[src/hw/cfe_pkg.sv]
// Constants shared by the core fault detection logic
package cfe_pkg;
  // Op word field positions
  localparam int unsigned OP_LINE_MSB     = 15;
  localparam int unsigned OP_LINE_LSB     = 12;
  localparam int unsigned OP_MODE_MSB     = 11;
  localparam int unsigned OP_MODE_LSB     = 6;
  localparam int unsigned OP_EA_MSB       = 5;
  localparam int unsigned OP_EA_LSB       = 0;
  // Instruction lines with their own undefined-opcode vectors
  localparam logic [3:0]  LINE_A          = 4'ha;
  localparam logic [3:0]  LINE_F          = 4'hf;
  // Three-bit quick move: op mode bits 8..6 select it within line A
  localparam int unsigned QMOVE_SEL_MSB   = 8;
  localparam int unsigned QMOVE_SEL_LSB   = 6;
  localparam logic [2:0]  QMOVE_SEL_CODE  = 3'h5;
  // Debug data and debug register writes: bits 11..8 within line F
  localparam int unsigned DBGW_SEL_MSB    = 11;
  localparam int unsigned DBGW_SEL_LSB    = 8;
  localparam logic [3:0]  DBGW_SEL_CODE   = 4'hb;
  // Dedicated illegal op word, always an exception
  localparam logic [15:0] ILLEGAL_OPWORD  = 16'h4afc;
  // Indexed extension word 1 fields
  localparam int unsigned IDX_SIZE_BIT    = 11;
  localparam int unsigned IDX_SCALE_MSB   = 10;
  localparam int unsigned IDX_SCALE_LSB   = 9;
  localparam logic [1:0]  IDX_SCALE_EIGHT = 2'h3;
  localparam int unsigned IDX_FULL_BIT    = 8;
  // Branch target alignment bit
  localparam int unsigned TARGET_ODD_BIT  = 0;
  // Exception vector numbers
  localparam logic [7:0]  VEC_ACCESS      = 8'h02;
  localparam logic [7:0]  VEC_ADDRESS     = 8'h03;
  localparam logic [7:0]  VEC_ILLEGAL     = 8'h04;
  localparam logic [7:0]  VEC_LINE_A      = 8'h0a;
  localparam logic [7:0]  VEC_LINE_F      = 8'h0b;
  // Vector table entries are four bytes apart
  localparam int unsigned VEC_ENTRY_SHIFT = 2;
  // Fault status field encodings
  localparam logic [3:0]  FS_NONE         = 4'h0;
  localparam logic [3:0]  FS_FETCH        = 4'h4;
  localparam logic [3:0]  FS_OPR_WRITE    = 4'h8;
  localparam logic [3:0]  FS_OPR_READ     = 4'hc;
  // Reset values
  localparam logic [7:0]  VEC_RESET_VAL   = 8'h00;
  localparam logic [31:0] ADDR_RESET_VAL  = 32'h0000_0000;
endpackage : cfe_pkg

[src/hw/cfe_fault_detect.sv]
// Core fault detection and reset-or-exception response selection
`timescale 1ns/10ps
module cfe_fault_detect
  import cfe_pkg::*;
(
  input  wire logic        REF_CLK,                  // Core clock
  input  wire logic        RST,                      // Async reset
  input  wire logic        ADDR_FAULT_RESET_DISABLE, // Config bit
  input  wire logic        ILLEGAL_OP_RESET_DISABLE, // Config bit
  input  wire logic        BACKGROUND_DEBUG_ENABLE,  // Debug enable
  input  wire logic        STOP_MODE_EN,             // Low-power stop on
  input  wire logic        WAIT_MODE_EN,             // Wait mode on
  input  wire logic [31:0] VECTOR_BASE,              // Table base
  input  wire logic        FETCH_ERR,                // Prefetch error
  input  wire logic        FLOW_CHANGE,              // Prefetch flush
  input  wire logic        EXEC_VALID,               // Instr issues
  input  wire logic [15:0] EXEC_OPWORD,              // Op word
  input  wire logic [15:0] EXEC_EXT1,                // Extension word 1
  input  wire logic [31:0] EXEC_PC,                  // PC of instr
  input  wire logic        EXEC_OP_UNDEF,            // Main decode miss
  input  wire logic        EXEC_IS_STOP,             // Stop instruction
  input  wire logic        EXEC_IS_HALT,             // Halt instruction
  input  wire logic        EXEC_IS_NOP,              // No-op instruction
  input  wire logic        EXEC_IS_RETURN,           // Subroutine return
  input  wire logic        EXEC_INDEXED,             // Indexed EA used
  input  wire logic        EXEC_BRANCH,              // Control transfer
  input  wire logic [31:0] EXEC_TARGET,              // Transfer target
  input  wire logic        OPR_RD_ERR,               // Operand read error
  input  wire logic        WR_ERR,                   // Operand write error
  input  wire logic        WRITES_PENDING,           // Writes in flight
  output logic             EXC_TAKE,                 // Exception pulse
  output logic [7:0]       EXC_VECTOR,               // Vector number
  output logic [3:0]       EXC_FAULT_STATUS,         // Fault status
  output logic [31:0]      EXC_HANDLER_ADDR,         // Vector fetch addr
  output logic [31:0]      EXC_STACKED_PC,           // PC for frame
  output logic             EXC_OVER_RET,             // Frame over ret PC
  output logic             INSTR_ABORT,              // Abort pulse
  output logic             ARCH_KEEP,                // Keep part updates
  output logic             RESET_REQ,                // Reset request
  output logic             RESET_CAUSE_ADDR,         // Cause: address
  output logic             RESET_CAUSE_OP,           // Cause: opcode
  output logic             NOP_STALL                 // No-op held
);

  // Held fault state
  logic        fetch_pend_q;   // Fetch error waiting for use
  logic        fetch_pend_d;
  logic        wr_pend_q;      // Write error waiting for report
  logic        wr_pend_d;

  wire  [3:0]  op_line  = EXEC_OPWORD[OP_LINE_MSB:OP_LINE_LSB];
  wire  [2:0]  qmv_sel  = EXEC_OPWORD[QMOVE_SEL_MSB:QMOVE_SEL_LSB];
  wire  [3:0]  dbgw_sel = EXEC_OPWORD[DBGW_SEL_MSB:DBGW_SEL_LSB];

  wire         is_line_a = (op_line == LINE_A);
  wire         is_line_f = (op_line == LINE_F);

  // legal members of lines A and F
  wire         qmove_ok  = (qmv_sel == QMOVE_SEL_CODE);
  wire         dbgw_ok   = (dbgw_sel == DBGW_SEL_CODE);

  wire         a_undef   = is_line_a && !qmove_ok;
  wire         f_undef   = is_line_f && !dbgw_ok;
  wire         gen_undef = EXEC_OP_UNDEF && !is_line_a && !is_line_f;

  wire         illegal_op = (EXEC_OPWORD == ILLEGAL_OPWORD);

  // stop with no low-power mode enabled
  wire         stop_bad  = EXEC_IS_STOP && !STOP_MODE_EN && !WAIT_MODE_EN;

  wire         halt_bad  = EXEC_IS_HALT && !BACKGROUND_DEBUG_ENABLE;

  // illegality looks at the op word, the decode miss flag and the stop and halt enables
  wire         op_bad    = illegal_op || gen_undef || a_undef ||
                           f_undef || stop_bad || halt_bad;

  wire         odd_tgt   = EXEC_BRANCH && EXEC_TARGET[TARGET_ODD_BIT];

  // word index, scale of eight or full format
  wire         idx_word  = !EXEC_EXT1[IDX_SIZE_BIT];
  wire         idx_s8    =
    (EXEC_EXT1[IDX_SCALE_MSB:IDX_SCALE_LSB] == IDX_SCALE_EIGHT);
  wire         idx_full  = EXEC_EXT1[IDX_FULL_BIT];
  wire         idx_bad   = EXEC_INDEXED && (idx_word || idx_s8 || idx_full);
  wire         addr_bad  = odd_tgt || idx_bad;

  // no-op waits while writes remain in flight
  wire         nop_hold  = EXEC_VALID && EXEC_IS_NOP && WRITES_PENDING;
  wire         exec_go   = EXEC_VALID && !nop_hold;

  // Fault selection, highest priority first
  // read error aborts the running instruction at once
  wire         sel_rd = OPR_RD_ERR;
  // fetch error reported only when the word is executed
  wire         sel_if = !sel_rd && exec_go && fetch_pend_q;
  wire         sel_ad = !sel_rd && !sel_if && exec_go && addr_bad;
  wire         sel_il = !sel_rd && !sel_if && !sel_ad && exec_go && op_bad;
  // write error surfaces at an instruction boundary
  wire         sel_wr = !sel_rd && !sel_if && !sel_ad && !sel_il &&
                        exec_go && wr_pend_q;
  wire         sel_acc = sel_rd || sel_if || sel_wr;
  wire         any_flt = sel_acc || sel_ad || sel_il;

  wire  [7:0]  il_vec = (illegal_op || gen_undef || stop_bad || halt_bad) ?
                        VEC_ILLEGAL : (a_undef ? VEC_LINE_A : VEC_LINE_F);
  wire  [7:0]  vec_sel = sel_acc ? VEC_ACCESS :
                         (sel_ad ? VEC_ADDRESS : il_vec);

  wire  [3:0]  fs_sel = sel_rd ? FS_OPR_READ :
                        (sel_if ? FS_FETCH :
                        (sel_wr ? FS_OPR_WRITE : FS_NONE));

  // address-class response follows its disable bit
  wire         rst_addr = (sel_acc || sel_ad) && !ADDR_FAULT_RESET_DISABLE;
  // opcode-class response follows its disable bit
  // dedicated illegal op word never resets
  wire         rst_op   = sel_il && !illegal_op && !ILLEGAL_OP_RESET_DISABLE;
  wire         use_rst  = rst_addr || rst_op;

  // handler address is base plus vector times four
  wire  [31:0] vec_off  = 32'(vec_sel) << VEC_ENTRY_SHIFT;
  wire  [31:0] hnd_addr = VECTOR_BASE + vec_off;

  // abort: read, fetch, address and illegal faults; all but read leave state
  wire         abort_d  = sel_rd || sel_if || sel_ad || sel_il;

  // pending fetch error; a flush drops it, a new error wins
  assign fetch_pend_d = FETCH_ERR ||
                        (fetch_pend_q && !FLOW_CHANGE && !sel_if);
  // pending write error; a new error wins over the report
  assign wr_pend_d    = WR_ERR || (wr_pend_q && !sel_wr);

  // Pending fault flags
  always_ff @(posedge REF_CLK or posedge RST) begin
    if (RST) begin
      fetch_pend_q <= 1'b0;
      wr_pend_q    <= 1'b0;
    end else begin
      fetch_pend_q <= fetch_pend_d;
      wr_pend_q    <= wr_pend_d;
    end
  end

  // single-cycle reset request with cause flags
  always_ff @(posedge REF_CLK or posedge RST) begin
    if (RST) begin
      RESET_REQ        <= 1'b0;
      RESET_CAUSE_ADDR <= 1'b0;
      RESET_CAUSE_OP   <= 1'b0;
    end else begin
      RESET_REQ        <= any_flt && use_rst;
      RESET_CAUSE_ADDR <= any_flt && rst_addr;
      RESET_CAUSE_OP   <= any_flt && rst_op;
    end
  end

  // Exception pulse, abort marks and no-op stall
  always_ff @(posedge REF_CLK or posedge RST) begin
    if (RST) begin
      EXC_TAKE    <= 1'b0;
      INSTR_ABORT <= 1'b0;
      ARCH_KEEP   <= 1'b0;
      NOP_STALL   <= 1'b0;
    end else begin
      EXC_TAKE    <= any_flt && !use_rst;
      INSTR_ABORT <= abort_d;
      // read error keeps updates already made
      ARCH_KEEP   <= sel_rd;
      // stall while the no-op waits for writes
      NOP_STALL   <= nop_hold;
    end
  end

  // Frame contents, held until the next fault
  always_ff @(posedge REF_CLK or posedge RST) begin
    if (RST) begin
      EXC_VECTOR       <= VEC_RESET_VAL;
      EXC_FAULT_STATUS <= FS_NONE;
      EXC_HANDLER_ADDR <= ADDR_RESET_VAL;
      EXC_STACKED_PC   <= ADDR_RESET_VAL;
      EXC_OVER_RET     <= 1'b0;
    end else if (any_flt) begin
      EXC_VECTOR       <= vec_sel;
      EXC_FAULT_STATUS <= fs_sel;
      EXC_HANDLER_ADDR <= hnd_addr;
      // stacked PC is where the fault was signalled
      EXC_STACKED_PC   <= EXEC_PC;
      // return address error overwrites the return PC
      EXC_OVER_RET     <= sel_ad && EXEC_IS_RETURN;
    end
  end
endmodule : cfe_fault_detect

[config.mk]
export PLATFORM = sky130hd
export DESIGN_NAME = cfe_fault_detect
export DESIGN_NICKNAME = d
export VERILOG_FILES = /design/src/hw/cfe_pkg.sv /design/src/hw/cfe_fault_detect.sv
export SDC_FILE = /design/constraint.sdc
export NUM_CORES = 1
export LEC_CHECK = 0
export BUFFER_PORTS_ARGS = -buffer_cell sky130_fd_sc_hd__buf_2
export CORE_MARGIN = 2
export CORE_UTILIZATION = 45
export DETAILED_ROUTE_END_ITERATION = 7
export PLACE_DENSITY = 0.82
export SYNTH_ARGS = -nofsm -noshare
export SYNTH_HDL_FRONTEND = slang
export SYNTH_SLANG_ARGS = --single-unit
[constraint.sdc]
create_clock -name REF_CLK -period 8.1 [get_ports REF_CLK]
set_clock_uncertainty 0.1 [all_clocks]
set_input_delay 1.215 -clock REF_CLK [delete_from_list [all_inputs] [get_ports REF_CLK]]
set_output_delay 1.215 -clock REF_CLK [all_outputs]
set_load 0.05 [all_outputs]
==> flow_summary.toml <==
[synthesis]
async_flop_share_pct = 100
synth_cell_type_count = 46
yosysWarnings = 0
synth-edff-count = 0
synth_area_mm2 = 0.00401
ys.flop_type = "dfrtp_1"
netlist_instances = 359
syn_area_per_cell_um2 = 11.2
synth_seq_cells = 80
yosysSeqAreaShare_pct = 50.0

[timing]
rsz0062_at_grt = "no"
slew_headroom_pct = 35.6
fmax_ghz = 0.212
drv_slew = 0
setup_viol = 0
fin_crit_sh_pct = 58.4
fin_crit_ns = 4.73
hold_viol = 0
worst_pin_slew_ns = 0.966
finalSetupTns_ns = 0

[clock_tree]
cts_max_level = 3
ctsResizeCount = 0
cts_sinks = 80
root_buffer = "clkbuf_8"
clkLatencyLatePin_ns = 0.34
cts_tree = "yes"
cts_setup_buffers = 0
clock_path_buffers = 2
numCtsBuffers = 9
ctsHoldBuffers = 0
clkSlewWorstSetupHoldPaths_ns = 0.08

[global_routing]
grt_pass1_wl_um = 14700
grtUsageTotal_pct = 18.9
antenna_found_initial = 0
grt_overflow = 0
grt_pass1_vias = 3195
grt_max_degree = 81

[layout]
nets = 690
area_growth_pct = 28.5
diodes = 0
drive_above_1_share_pct = 44.3
utilization_pct = 59.3

[floorplanning]
die_w_um = 98.3
rows = 34
coreArea_mm2 = 0.00868
dieArea_mm2 = 0.00967
ios = 232
die_h_um = 98.3
start_util_pct = 46.2

[detailed_routing]
drt-initial-drc-count = 130
vias_per_cell = 4.92
postRouteAntennaNets = 0
wl_per_cell_um = 14.0
drtPass1Iterations = 4
drcViolationCount = 0
vias = 3200
totalWireLength_um = 9090

[critical_path]
crit_path_start_kind = "input pin"
worst_ep_arrival_time_ns = 4.83
cp-end-kind = "flip-flop"
required_ns = 8.21
critical_path_class = "input pin to flip-flop"
crit_fanout = 6

[power]
cellLeakagePower_nw = 2.60
internal_power_w = 0.000688
worst_ir_drop_vdd_mv = 0.103
p_sw_share_pct = 36.2
seq_power_share_pct = 42.5
powerDensity_mw_per_mm2 = 210
p_comb_share_pct = 30.6
p_switching_w = 0.000390
clockPowerShare_pct = 26.9

[placement]
place.gp.congestion = 0.858
io_buffer_count = 182
dpl.hpwl_um = 6920

[run_status]
outcome = "completed"

[run]
maxCapViolCount = 0

[worst_hold_path]
hold_path_class = "flip-flop to flip-flop"
power by group through the flow:
stage / registers [W] / logic [W] / clock network [W]
final: 0.000459 / 0.000330 / 0.000290
after global routing: 0.000464 / 0.000349 / 0.000322
after CTS: 0.000459 / 0.000333 / 0.000303
after detailed placement: 0.000466 / 0.000332 / 0
after global placement: 0.000464 / 0.000327 / 0
after floorplan: 0.000605 / 0.000104 / 0
synthesized netlist by cell type (2+ instances only):
cell      number  area (um^2)
dfrtp_1       80         2000
nand2_1       49          184
mux2_4        35          526
o21ai_1       29          145
xor2_1        19          166
and3_1        15         93.8
nor2_1        11         41.3
clkbuf_1      10         37.5
inv_1         10         37.5
xnor2_1       10         87.6
a21oi_1        9         45.0
nand4_1        8         50.1
o21ai_0        7         35.0
buf_4          6         45.0
buf_6          6         67.6
and2_1         5         31.3
nand3_1        5         25.0
and4_1         4         35.0
ha_1           4         50.1
nand2b_1       4         25.0
nor2b_1        3         18.8
a21o_1         2         15.0
a32o_1         2         20.0
nand3b_1       2         15.0
nor3_1         2         10.0
or2_2          2         12.5
metrics by stage:
stage | cells | hold WS (ns) | power (W) | area [um^2] | worst slack (ns)
finish | 650 | 0.377 | 0.00108 | 5150 | 3.37
global route | 650 | 0.401 | 0.00113 | 5150 | 3.13
CTS | 650 | 0.382 | 0.00109 | 5150 | 3.37
detailed placement | 634 | 0.362 | 0.000798 | 4950 | 3.00
global placement | 634 | 0.357 | 0.000791 | 4950 | 3.12
floorplan | 364 | 0.423 | 0.000709 | 4020 | 3.71
area by class of cell:
type	instances	area, um^2
clock buffer	12	145
inverter	10	38.8
timing repair buffer	184	926
fill	786	3530
sequential	80	2000
clock inverter	4	53.8
multi-input combinational	252	1850
tap	108	135
kinds of logic (layout without fill, tap and decap cells):
family                     Yosys count  count (layout)  synth area share, %
adders and majority gates            5               5                 1.75
xor gates and xnor gates            29              29                 6.34
DFF                                 80              80                 50.0
other                                1               6               0.0936
and+or+nand+nor                    118             118                 15.4
buffers and inverters               32             210                 4.69
muxes                               36              36                 13.4
AOI/OAI and AO/OA                   58              58                 8.37
worst max-delay path, cell delays in order:
cell and delay [ns]:
buf_2 0.11, or4b_1 0.51, or4_4 0.53, nand2_1 0.22
o311a_1 0.21, ha_1 0.19, inv_1 0.06, fa_1 0.39
nand2b_1 0.16, a21oi_1 0.43, nor2b_1 0.38, and3_1 0.23
xnor2_1 0.12, o21ai_1 0.07
final timing paths:
kind                                  from              endpoint  slack [ns]  depth (start not counted)
min in group asynchronous              RST             NOP_STALL        1.08                          3
setup reg to reg              fetch_pend_q  EXC_HANDLER_ADDR[29]        4.75                         12
setup / recovery           EXEC_OPWORD[13]  EXC_HANDLER_ADDR[26]        3.37                         14
hold / removal               EXC_VECTOR[2]         EXC_VECTOR[2]        0.38                          1
max in group asynchronous              RST  EXC_HANDLER_ADDR[24]        6.21                          3
hold reg to reg              EXC_VECTOR[2]         EXC_VECTOR[2]        0.38                          1
registers in the layout, indices dropped and copies added (netlist names):
signal            count
EXC_HANDLER_ADDR     32
EXC_STACKED_PC       32
EXC_VECTOR            4
EXC_FAULT_STATUS      2
ARCH_KEEP             1
EXC_OVER_RET          1
EXC_TAKE              1
INSTR_ABORT           1
NOP_STALL             1
RESET_CAUSE_ADDR      1
RESET_CAUSE_OP        1
RESET_REQ             1
fetch_pend_q          1
wr_pend_q             1
metal layers:
layer / vias to the layer above / track usage (%) / share of wire, %
met5: - / 0 / 0
met3: 12 / 5.01 / 8.0
met4: 0 / 7.06 / 1.7
met2: 141 / 31.6 / 48
li1: 1579 / - / -
met1: 1468 / 23.6 / 43
cells in the final DEF (no fill, tap or decap), types with 5 or more instances in the layout:
master / netlist / routed
nand4_1: 8 / 8
and3_1: 15 / 15
nor2_1: 11 / 11
a21oi_1: 9 / 9
nand2_1: 49 / 49
inv_1: 10 / 9
buf_2: 0 / 182
o21ai_0: 7 / 7
dfrtp_1: 80 / 80
nand3_1: 5 / 5
clkbuf_8: 0 / 10
mux2_4: 35 / 35
xor2_1: 19 / 19
o21ai_1: 29 / 29
xnor2_1: 10 / 10
and2_1: 5 / 5
conb_1: 1 / 6
(Power assumes the default switching activity.)
